==> src/rtl/dpsc_params.svh <==
// Constants for the display power and status command block
`ifndef DPSC_PARAMS_SVH
`define DPSC_PARAMS_SVH
`define DPSC_OP_SIGNAL_MODE_READ 8'h0E
`define DPSC_OP_SELF_DIAG_READ 8'h0F
`define DPSC_OP_SLEEP_ENTER 8'h10
`define DPSC_OP_SLEEP_EXIT 8'h11
`define DPSC_OP_PARTIAL_ON 8'h12
`define DPSC_OP_NORMAL_ON 8'h13
`define DPSC_OP_INVERSION_OFF 8'h20
`define DPSC_OP_POWER_MODE_READ 8'h0A
`define DPSC_SIGNAL_MODE_RESET 8'h00
`define DPSC_SELF_DIAG_RESET 8'h00
`define DPSC_BIT_TE_ON 7
`define DPSC_BIT_TE_MODE 6
`define DPSC_BIT_HSYNC 5
`define DPSC_BIT_VSYNC 4
`define DPSC_BIT_PCLK 3
`define DPSC_BIT_DE 2
`define DPSC_BIT_REG_LOAD 7
`define DPSC_BIT_FUNC 6
`define DPSC_PM_IDLE 6
`define DPSC_PM_PARTIAL 5
`define DPSC_PM_SLEEP_OUT 4
`define DPSC_PM_NORMAL 3
`define DPSC_PM_DISPLAY_ON 2
`define DPSC_DIAG_CYCLES 16'h0010
`endif

==> src/rtl/dpsc_pkg.sv <==
// Types for the display power and status command block
package dpsc_pkg;
  typedef struct packed {
    logic hsync;
    logic vsync;
    logic pclk;
    logic pixel_valid;
  } dpsc_sync_type;
  typedef struct packed {
    logic osc_en;
    logic bias_en;
    logic anode_to_ground;
    logic cathode_to_ground;
    logic scan_en;
  } dpsc_power_type;
  typedef enum logic [1:0] {
    DPSC_AWAKE,
    DPSC_ASLEEP,
    DPSC_DIAG
  } dpsc_state_type;
endpackage : dpsc_pkg

==> src/rtl/dpsc_diag.sv <==
// Self-diagnostic sequencer run after leaving sleep
`timescale 1ns/1ps
`include "dpsc_params.svh"
module dpsc_diag
  import dpsc_pkg::*;
(
  input wire logic clk_in,
  input wire logic rst_n_in,
  input wire logic start_in,
  input wire logic reg_load_ok_in,
  input wire logic func_ok_in,
  output logic busy_out,
  output logic [7:0] result_out
);
  logic [15:0] count;
  always_ff @(posedge clk_in or negedge rst_n_in)
  begin
    if (!rst_n_in)
    begin
      count <= 16'h0000;
      busy_out <= 1'b0;
    end
    else if (start_in)
    begin
      count <= `DPSC_DIAG_CYCLES;
      busy_out <= 1'b1;
    end
    else if (busy_out)
    begin
      count <= count - 16'h0001;
      if (count == 16'h0001)
        busy_out <= 1'b0;
    end
  end
  always_ff @(posedge clk_in or negedge rst_n_in)
  begin
    if (!rst_n_in)
      result_out <= `DPSC_SELF_DIAG_RESET;
    else if (busy_out && count == 16'h0001)
    begin
      result_out <= 8'h00;
      result_out[`DPSC_BIT_REG_LOAD] <= reg_load_ok_in;
      result_out[`DPSC_BIT_FUNC] <= func_ok_in;
    end
  end
endmodule : dpsc_diag

==> src/rtl/dpsc_invert.sv <==
// Holds inversion state and applies changes at the transfer phase
`timescale 1ns/1ps
module dpsc_invert
  import dpsc_pkg::*;
(
  input wire logic clk_in,
  input wire logic rst_n_in,
  input wire logic off_req_in,
  input wire logic on_req_in,
  input wire logic transfer_start_in,
  output logic invert_out,
  output logic pending_out
);
  logic target;
  always_ff @(posedge clk_in or negedge rst_n_in)
  begin
    if (!rst_n_in)
      target <= 1'b0;
    else if (off_req_in)
      target <= 1'b0;
    else if (on_req_in)
      target <= 1'b1;
  end
  always_ff @(posedge clk_in or negedge rst_n_in)
  begin
    if (!rst_n_in)
      invert_out <= 1'b0;
    else if (transfer_start_in)
      invert_out <= target;
  end
  assign pending_out = target != invert_out;
endmodule : dpsc_invert

==> src/rtl/dpsc_top.sv <==
// Display power and status command decoder
// Function
// - Signal-mode read returns tearing, sync, clock, enable bits; bits 1..0 zero.
// - Tearing mode bit: 0 vertical blanking only, 1 both blankings.
// - RGB mode with control bit0 clear captures pins, else internal signals.
// - Self-diagnostic read: bit7 register load, bit6 function, rest zero.
// - Sleep-enter disables all but host interface, keeps frame memory.
// - Sleep grounds anodes and cathodes, stops oscillator and bias generators.
// - In sleep commands work; memory only with manually started oscillator.
// - Sleep-enter does nothing when already asleep.
// - Sleep-exit enables generators, oscillator and scanning; shows memory if on.
// - Leaving sleep reloads register defaults.
// - Sleep-exit runs self-diagnostics and updates result bits.
// - Sleep-exit has no visible effect when not asleep.
// - Partial-on enables partial mode; no effect if already partial.
// - Normal-on disables partial mode; no effect if already normal.
// - Inversion-off stops inversion only; no effect when not inverting.
// - Inversion change applies at next refresh transfer phase.
// - Power-mode read reports idle, partial, sleep-out, normal, display-on.
`timescale 1ns/1ps
`include "dpsc_params.svh"
module dpsc_top
  import dpsc_pkg::*;
(
  input wire logic CLK_IN,
  input wire logic ARST_N_IN,
  input wire logic SOFT_RESET_IN,
  input wire logic CMD_VALID_IN,
  input wire logic [7:0] CMD_IN,
  output logic READ_VALID_OUT,
  output logic [7:0] READ_DATA_OUT,
  output logic CMD_HIT_OUT,
  input wire logic RGB_MODE_IN,
  input wire logic DISPLAY_CONTROL_BIT0_IN,
  input wire logic HORIZONTAL_SYNC_PIN_IN,
  input wire logic VERTICAL_SYNC_PIN_IN,
  input wire logic PIXEL_CLOCK_PIN_IN,
  input wire logic PIXEL_VALID_PIN_IN,
  input wire logic INT_HSYNC_IN,
  input wire logic INT_VSYNC_IN,
  input wire logic INT_PCLK_IN,
  input wire logic INT_PIXEL_VALID_IN,
  input wire logic TEAR_ENABLE_IN,
  input wire logic TEAR_BOTH_BLANKING_IN,
  input wire logic IDLE_MODE_IN,
  input wire logic DISPLAY_ON_IN,
  input wire logic INVERSION_ON_REQ_IN,
  input wire logic TRANSFER_PHASE_START_IN,
  input wire logic MANUAL_OSC_START_IN,
  input wire logic REG_LOAD_OK_IN,
  input wire logic FUNC_OK_IN,
  output logic OSC_EN_OUT,
  output logic BIAS_EN_OUT,
  output logic ANODE_TO_GROUND_OUT,
  output logic CATHODE_TO_GROUND_OUT,
  output logic SCAN_EN_OUT,
  output logic SHOW_MEMORY_OUT,
  output logic FRAME_MEMORY_ACCESS_OUT,
  output logic RELOAD_DEFAULTS_OUT,
  output logic PARTIAL_MODE_OUT,
  output logic INVERT_OUT,
  output logic INVERT_PENDING_OUT
);
  logic rst_meta;
  logic rst_n;
  dpsc_state_type state;
  dpsc_power_type power;
  dpsc_sync_type sync_now;
  logic partial;
  logic diag_busy;
  logic diag_start;
  logic [7:0] diag_result;
  logic [7:0] signal_mode;
  logic inversion;
  logic inversion_off_req;
  logic sleeping;
  logic [7:0] power_mode;
  logic op_signal_read;
  logic op_diag_read;
  logic op_power_read;
  logic op_sleep_enter;
  logic op_sleep_exit;
  logic op_partial_on;
  logic op_normal_on;
  logic op_inversion_off;
  logic op_read;

  function automatic logic is_cmd(input logic valid, input logic [7:0] code, input logic [7:0] op);
    is_cmd = valid && code == op;
  endfunction : is_cmd

  // One strobe per handled command
  always_comb
  begin
    op_signal_read = is_cmd(CMD_VALID_IN, CMD_IN, `DPSC_OP_SIGNAL_MODE_READ);
    op_diag_read = is_cmd(CMD_VALID_IN, CMD_IN, `DPSC_OP_SELF_DIAG_READ);
    op_power_read = is_cmd(CMD_VALID_IN, CMD_IN, `DPSC_OP_POWER_MODE_READ);
    op_sleep_enter = is_cmd(CMD_VALID_IN, CMD_IN, `DPSC_OP_SLEEP_ENTER);
    op_sleep_exit = is_cmd(CMD_VALID_IN, CMD_IN, `DPSC_OP_SLEEP_EXIT);
    op_partial_on = is_cmd(CMD_VALID_IN, CMD_IN, `DPSC_OP_PARTIAL_ON);
    op_normal_on = is_cmd(CMD_VALID_IN, CMD_IN, `DPSC_OP_NORMAL_ON);
    op_inversion_off = is_cmd(CMD_VALID_IN, CMD_IN, `DPSC_OP_INVERSION_OFF);
    op_read = op_signal_read || op_diag_read || op_power_read;
  end

  // Reset release through two flops
  always_ff @(posedge CLK_IN or negedge ARST_N_IN)
  begin
    if (!ARST_N_IN)
    begin
      rst_meta <= 1'b0;
      rst_n <= 1'b0;
    end
    else
    begin
      rst_meta <= 1'b1;
      rst_n <= rst_meta;
    end
  end

  assign sleeping = state == DPSC_ASLEEP;

  // Sleep state machine
  always_ff @(posedge CLK_IN or negedge rst_n)
  begin
    if (!rst_n)
      state <= DPSC_ASLEEP;
    else if (SOFT_RESET_IN)
      state <= DPSC_ASLEEP;
    else
    begin
      case (state)
        DPSC_ASLEEP:
        begin
          if (op_sleep_exit)
            state <= DPSC_DIAG;
        end
        DPSC_AWAKE:
        begin
          if (op_sleep_enter)
            state <= DPSC_ASLEEP;
        end
        DPSC_DIAG:
        begin
          if (op_sleep_enter)
            state <= DPSC_ASLEEP;
          else if (!diag_busy && !diag_start)
            state <= DPSC_AWAKE;
        end
        default:
          state <= DPSC_ASLEEP;
      endcase
    end
  end

  // Self-diagnostics start only when truly leaving sleep
  assign diag_start = sleeping && op_sleep_exit;

  always_ff @(posedge CLK_IN or negedge rst_n)
  begin
    if (!rst_n)
      RELOAD_DEFAULTS_OUT <= 1'b0;
    else
      RELOAD_DEFAULTS_OUT <= diag_start;
  end

  // Power control from sleep state
  always_comb
  begin
    power.osc_en = !sleeping;
    power.bias_en = !sleeping;
    power.anode_to_ground = sleeping;
    power.cathode_to_ground = sleeping;
    power.scan_en = !sleeping;
  end

  always_ff @(posedge CLK_IN or negedge rst_n)
  begin
    if (!rst_n)
    begin
      OSC_EN_OUT <= 1'b0;
      BIAS_EN_OUT <= 1'b0;
      SCAN_EN_OUT <= 1'b0;
    end
    else
    begin
      OSC_EN_OUT <= power.osc_en || MANUAL_OSC_START_IN;
      BIAS_EN_OUT <= power.bias_en;
      SCAN_EN_OUT <= power.scan_en;
    end
  end

  // Panel lines tied to their grounds while asleep
  always_ff @(posedge CLK_IN or negedge rst_n)
  begin
    if (!rst_n)
    begin
      ANODE_TO_GROUND_OUT <= 1'b1;
      CATHODE_TO_GROUND_OUT <= 1'b1;
    end
    else
    begin
      ANODE_TO_GROUND_OUT <= power.anode_to_ground;
      CATHODE_TO_GROUND_OUT <= power.cathode_to_ground;
    end
  end

  // Memory display and host access
  always_ff @(posedge CLK_IN or negedge rst_n)
  begin
    if (!rst_n)
    begin
      SHOW_MEMORY_OUT <= 1'b0;
      FRAME_MEMORY_ACCESS_OUT <= 1'b0;
    end
    else
    begin
      SHOW_MEMORY_OUT <= power.scan_en && DISPLAY_ON_IN;
      FRAME_MEMORY_ACCESS_OUT <= !sleeping || MANUAL_OSC_START_IN;
    end
  end

  // Partial versus normal display mode
  always_ff @(posedge CLK_IN or negedge rst_n)
  begin
    if (!rst_n)
      partial <= 1'b0;
    else if (SOFT_RESET_IN)
      partial <= 1'b0;
    else if (op_partial_on)
      partial <= 1'b1;
    else if (op_normal_on)
      partial <= 1'b0;
  end
  assign PARTIAL_MODE_OUT = partial;

  assign inversion_off_req = op_inversion_off || SOFT_RESET_IN;

  // Inversion target, applied at the transfer phase
  dpsc_invert u_invert (
    .clk_in(CLK_IN),
    .rst_n_in(rst_n),
    .off_req_in(inversion_off_req),
    .on_req_in(INVERSION_ON_REQ_IN),
    .transfer_start_in(TRANSFER_PHASE_START_IN),
    .invert_out(inversion),
    .pending_out(INVERT_PENDING_OUT)
  );
  assign INVERT_OUT = inversion;

  // Self-diagnostics after leaving sleep
  dpsc_diag u_diag (
    .clk_in(CLK_IN),
    .rst_n_in(rst_n),
    .start_in(diag_start),
    .reg_load_ok_in(REG_LOAD_OK_IN),
    .func_ok_in(FUNC_OK_IN),
    .busy_out(diag_busy),
    .result_out(diag_result)
  );

  // Sync source select
  always_comb
  begin
    if (RGB_MODE_IN && !DISPLAY_CONTROL_BIT0_IN)
    begin
      sync_now.hsync = HORIZONTAL_SYNC_PIN_IN;
      sync_now.vsync = VERTICAL_SYNC_PIN_IN;
      sync_now.pclk = PIXEL_CLOCK_PIN_IN;
      sync_now.pixel_valid = PIXEL_VALID_PIN_IN;
    end
    else
    begin
      sync_now.hsync = INT_HSYNC_IN;
      sync_now.vsync = INT_VSYNC_IN;
      sync_now.pclk = INT_PCLK_IN;
      sync_now.pixel_valid = INT_PIXEL_VALID_IN;
    end
  end

  // Signal-mode byte
  always_comb
  begin
    signal_mode = 8'h00;
    signal_mode[`DPSC_BIT_TE_ON] = TEAR_ENABLE_IN;
    signal_mode[`DPSC_BIT_TE_MODE] = TEAR_BOTH_BLANKING_IN;
    signal_mode[`DPSC_BIT_HSYNC] = sync_now.hsync;
    signal_mode[`DPSC_BIT_VSYNC] = sync_now.vsync;
    signal_mode[`DPSC_BIT_PCLK] = sync_now.pclk;
    signal_mode[`DPSC_BIT_DE] = sync_now.pixel_valid;
  end

  // Power-mode byte
  always_comb
  begin
    power_mode = 8'h00;
    power_mode[`DPSC_PM_IDLE] = IDLE_MODE_IN;
    power_mode[`DPSC_PM_PARTIAL] = partial;
    power_mode[`DPSC_PM_SLEEP_OUT] = !sleeping;
    power_mode[`DPSC_PM_NORMAL] = !partial;
    power_mode[`DPSC_PM_DISPLAY_ON] = DISPLAY_ON_IN;
  end

  // Status reads answer one cycle after the command
  always_ff @(posedge CLK_IN or negedge rst_n)
  begin
    if (!rst_n)
      READ_VALID_OUT <= 1'b0;
    else
      READ_VALID_OUT <= op_read;
  end

  // Read byte holds until the next read
  always_ff @(posedge CLK_IN or negedge rst_n)
  begin
    if (!rst_n)
      READ_DATA_OUT <= 8'h00;
    else if (op_signal_read)
      READ_DATA_OUT <= signal_mode;
    else if (op_diag_read)
      READ_DATA_OUT <= diag_result & 8'hC0;
    else if (op_power_read)
      READ_DATA_OUT <= power_mode;
  end

  // Command recognised; decoding works in every state
  always_comb
  begin
    CMD_HIT_OUT = 1'b0;
    if (CMD_VALID_IN)
    begin
      case (CMD_IN)
        `DPSC_OP_SIGNAL_MODE_READ,
        `DPSC_OP_SELF_DIAG_READ,
        `DPSC_OP_POWER_MODE_READ,
        `DPSC_OP_SLEEP_ENTER,
        `DPSC_OP_SLEEP_EXIT,
        `DPSC_OP_PARTIAL_ON,
        `DPSC_OP_NORMAL_ON,
        `DPSC_OP_INVERSION_OFF:
          CMD_HIT_OUT = 1'b1;
        default:
          CMD_HIT_OUT = 1'b0;
      endcase
    end
  end
endmodule : dpsc_top

==> config.mk <==
export PLATFORM = sky130hd
export DESIGN_NAME = dpsc_top
export DESIGN_NICKNAME = d
export VERILOG_FILES = /design/src/rtl/dpsc_pkg.sv /design/src/rtl/dpsc_diag.sv /design/src/rtl/dpsc_invert.sv /design/src/rtl/dpsc_top.sv
export VERILOG_INCLUDE_DIRS = /design/src /design/src/rtl
export SDC_FILE = /design/constraint.sdc
export NUM_CORES = 1
export LEC_CHECK = 0
export ABC_CLOCK_PERIOD_IN_PS = 1500
export BUFFER_PORTS_ARGS = -buffer_cell sky130_fd_sc_hd__buf_2
export CAP_MARGIN = 20
export CORE_MARGIN = 2
export CORE_UTILIZATION = 51
export CTS_BUF_LIST = sky130_fd_sc_hd__clkbuf_4 sky130_fd_sc_hd__clkbuf_8 sky130_fd_sc_hd__clkbuf_16
export CTS_CLUSTER_DIAMETER = 100
export CTS_CLUSTER_SIZE = 24
export DETAILED_ROUTE_END_ITERATION = 16
export PLACE_DENSITY = 0.79
export SETUP_SLACK_MARGIN = 0.5
export SLEW_MARGIN = 5
export SYNTH_ARGS = -nofsm -noshare
export SYNTH_HDL_FRONTEND = slang
export SYNTH_SLANG_ARGS = --single-unit
==> constraint.sdc <==
create_clock -name CLK_IN -period 1.5 [get_ports CLK_IN]
set_clock_uncertainty 0.05 [all_clocks]
set_input_delay 0 -clock CLK_IN [delete_from_list [all_inputs] [get_ports CLK_IN]]
set_output_delay 0 -clock CLK_IN [all_outputs]
set_load 0.02 [all_outputs]
==> results.md, run 1 <==
- Post-synthesis cell count: 180
- CTS buffer count: 5
- EDFF count, synth: 0
- Seq/Total Area, Yosys: 51.2%
- Largest area contributor in the netlist: dfrtp_1
- Clock Path Buffers: 2
- Most frequent cells after synthesis: dfrtp_1, nor2_1, nand3_1
- Root buffer cell: clkbuf_4
- GP Congestion: 0.909
- Worst-path end type: register input
- Yosys Warn Count: 0
- First error: [ERROR DPL-0038] Utilization greater than 100%, impossible to legalize
- Top cells by area, synth: dfrtp_1, nor2_1, buf_4, dfstp_2, xor2_1
- Die height: 64.4 um
- Ys async rst share: 100%
- CTS HTree Levels: 2
- Most common cell in the netlist: dfrtp_1
- Status: aborted with a tool error
- Largest net degree at the start of global routing: 26
- Worst EP post-GRT repair: u_diag.count[12]$_DFFE_PN0P_/D
- Cell area after synthesis: 1860 um2
- Row count: 21
- TritonCTS sink count: 38
- Port bufs: 49
- Top_reg_cell synth: dfrtp_1
- Die X: 64.4 um
- DPL Wire Length: 3.29 mm
- Failing step: global routing (5_1_grt)
- Starting density of the core: 54.5%
- Unique cell type count in the Yosys netlist: 48
- Share of the synthesized area in the top cell type: 48.4%
- Flop and latch count out of synthesis: 38
- Synth Area per Inst: 10.3 um2
- IO Pins: 52
what timing repair did:
| action | in CTS |
|---|---|
| gates resized for setup | 50 |
| hold buffers | 14 |
| pin swaps | 25 |
| setup endpoints to repair | 29 |
| setup buffers | 22 |
| cloned | 1 |
| hold endpoints to repair | 14 |
per-stage QoR:
stage               cells  utilization (%)  TNS [ns]  worst slack, ns  area, um2
floorplan             181                -    -0.668           -0.282       1960
global placement      302             72.5    -0.908           -0.241       2480
detailed placement    302             72.5     -1.36           -0.318       2480
CTS                   347             90.5     -1.60           -0.328       3090
cell families after synthesis:
group,after synthesis,share of synthesized area (%)
multiplexers,8,4.51
adder cells (fa/ha/maj),2,1.34
buffers and inverters,17,4.84
AO/OA/AOI/OAI,30,11.0
flip-flops,38,51.2
AND/OR/NAND/NOR,73,21.9
other,2,0.404
XOR/XNOR,10,4.71
==> run 2: changes to the inputs <==
Settings changed: CORE_UTILIZATION 51 to 40, CTS_BUF_LIST sky130_fd_sc_hd__clkbuf_4 sky130_fd_sc_hd__clkbuf_8 sky130_fd_sc_hd__clkbuf_16 to unset, CTS_CLUSTER_DIAMETER 100 to unset, CTS_CLUSTER_SIZE 24 to unset, PLACE_DENSITY 0.79 to unset, PLACE_DENSITY_LB_ADDON set to 0.15, SETUP_SLACK_MARGIN 0.5 to unset.
==> run 2 against run 1 <==
  * The flow now finishes, with violations (setup timing)
  * Area after synthesis is the same
  * Synthesized cell count unchanged
==> results.md, run 2 <==
- Total power: 0.00336 W
- Antenna cells: 0
- Setup ws final: -0.343 ns
- # fillers: 366
- Global route overflow: 0
- Seq/Total Area, Yosys: 51.2%
- Final ANT Viol Nets: 0
- Int Power: 0.00238 W
- Row count: 24
- DP Area: 2460 um2
- Initial antenna violation count: 0
- Die footprint: 5210 um2
- Number of global-route vias before repair: 1673
- Hold Path Stages: 3
- Nets: 315
- Met2 Use GR: 28.8%
- DPL Wire Length: 3.26 mm
- Final instance area: 2860 um2
- CORE AREA: 4410 um2
- Clk pwr share: 31.2%
- Worst hold path class: in -> reg
- Largest register by flop count: u_diag.count
- Largest net degree at the start of global routing: 29
- First DRT Iteration DRCs: 62
- Crit share post-route: 123%
- Most common cell in the netlist: dfrtp_1
- GR Util All Layers: 17.9%
- Final wirelength: 4.42 mm
- TritonCTS sink count: 38
- Fmax achieved: 543 MHz
- Critical setup path kind: reg -> reg
- NetSw: 0.000980 W
- Met1 Track Usage GR: 23.7%
- CTS buffer count: 5
- Hold Worst Slack: 0.0542 ns
- Max-cap violations: 0
- WL/cell: 13.2 um
- EDFF count, synth: 0
- Worst setup SP type: flop
- Tmin final: 1.84 ns
- Area Overhead vs Synth: 53.7%
- Worst setup EP type: flop
- Drc violations: 0
- Synth Area per Inst: 10.3 um2
- Pwr/cell area: 1170 nW/um2
- Vias per Instance: 5.08
- Largest area contributor in the netlist: dfrtp_1
- Pre-CTS setup slack: -0.275 ns
- Root buffer cell: clkbuf_8
- Top cells by area, synth: dfrtp_1, nor2_1, buf_4, dfstp_2, xor2_1
- IO Pins: 52
- Most frequent cells in the layout: buf_2, buf_4, dfrtp_1, nor2_1, dlygate4sd3_1
- Port bufs: 49
- Fin. max-slew vios: 0
- Commonest non-fill, non-tap cell in the layout: buf_2
- CTS HTree Levels: 2
- Clock Path Buffers: 2
- Yosys Warn Count: 0
- Endpoints failing hold: 0
- Vias: 1702
- Logic pwr share: 30.6%
- Maximum vdd ir drop: 0.000752 V
- Area of the multi-input gates: 960 um2
- Sequential power share: 38.2%
- Share of the synthesized area in the top cell type: 48.4%
- Most frequent cells after synthesis: dfrtp_1, nor2_1, nand3_1
- Layout cells sized above 1: 44.2%
- Failing checks: setup timing
- Crit-path max FO: 3
- Ys async rst share: 100%
- Die height: 72.2 um
- Die X: 72.2 um
- Starting density of the core: 42.1%
- Top_reg_cell synth: dfrtp_1
- Clk slew on worst S/H paths: 0.08 ns
- GP Congestion: 0.776
- Flop and latch count out of synthesis: 38
- Worst path arrival time: 2.02 ns
- Unique cell type count in the Yosys netlist: 48
- Router iterations before antenna repair: 4
- Clock Latency Late Sink: 0.30 ns
- R2R depth: 4
- Setup TNS: -1.05 ns
- Setup-failing EPs final: 7
- Post-synthesis cell count: 180
- First-pass GRT wire length: 7.37 mm
- RSZ-0062 raised after global routing: yes
- CP Data Required Time: 1.68 ns
- Met3 Resource Use GR: 4.17%
- Max FFs per register: 16
- Static leakage: 1.38 nW
- CTS tree: done
- Status: finished with violations
- Most Crowded Layer GR: met2
- Cell area after synthesis: 1860 um2
- Sw frac: 29.2%
- Register area: 953 um2
- Top Registers: u_diag.count: 16 flops, READ_DATA_OUT: 6 flops
[run 2: layout make-up]
class / count / area share, %
multi-input cells: 126 / 33.6
well taps: 52 / 2.27
flip-flops and latches: 38 / 33.3
clock buffers: 5 / 2.41
clock inverters: 3 / 2.41
repair buffers: 103 / 25.0
inverters: 8 / 1.05
[run 2: what timing repair did]
item	in CTS	in global routing
resized for setup	5	20
endpoints found under the hold margin	12	0
pin swaps	9	7
setup buffers	3	1
setup endpoints to repair	9	19
hold buffers	11	0
[run 2: worst max-delay path: stages, from the launching register on]
cell	delay (ns)
dfrtp_1	0.44
or3_4	0.43
or2_0	0.22
or4_1	0.50
a21oi_2	0.14
[run 2: metal layers]
metal,routed length [um],part of all wire [%]
met1,2020,46
met2,2150,49
met3,194,4.4
met4,46,1.0
met5,0,0
[run 2: cell families (layout without fill, tap and decap cells)]
logic type,after synthesis,in the layout,share of synthesized area (%)
flip-flops,38,38,51.2
other,2,3,0.404
buffers and inverters,17,119,4.84
AND/OR/NAND/NOR,73,73,21.9
multiplexers,8,8,4.51
adder cells (fa/ha/maj),2,2,1.34
XOR/XNOR,10,10,4.71
AO/OA/AOI/OAI,30,30,11.0
[run 2: stage by stage]
stage          cells  utilization (%)
2_1_floorplan    181                -
3_3_place_gp     312             55.8
3_5_place_dp     312             55.8
4_1_cts          334             62.4
5_1_grt          335             64.8
6_report         335             64.8
[run 2: worst paths after layout]
kind | start | to | slack [ns]
setup / recovery | u_diag.count[9] | u_diag.count[12] | -0.34
hold / removal | CMD_IN[2] | READ_DATA_OUT[7] | 0.05
setup reg to reg | u_diag.count[9] | u_diag.count[12] | -0.34
hold reg to reg | rst_n | u_diag.count[8] | 0.12
max in group asynchronous | rst_n | CATHODE_TO_GROUND_OUT | 0.73
min in group asynchronous | rst_n | u_diag.count[8] | 0.12
[run 2: power by group through the flow]
stage / Sequential, W / Combinational [W] / Clock, W
5_1_grt: 0.00130 / 0.00113 / 0.00111
6_report: 0.00128 / 0.00103 / 0.00105
3_3_place_gp: 0.00128 / 0.000831 / 0
2_1_floorplan: 0.00132 / 0.000371 / 0
3_5_place_dp: 0.00128 / 0.000838 / 0
4_1_cts: 0.00126 / 0.000916 / 0.00107
Note: power is estimated with default switching activity, not from simulation.
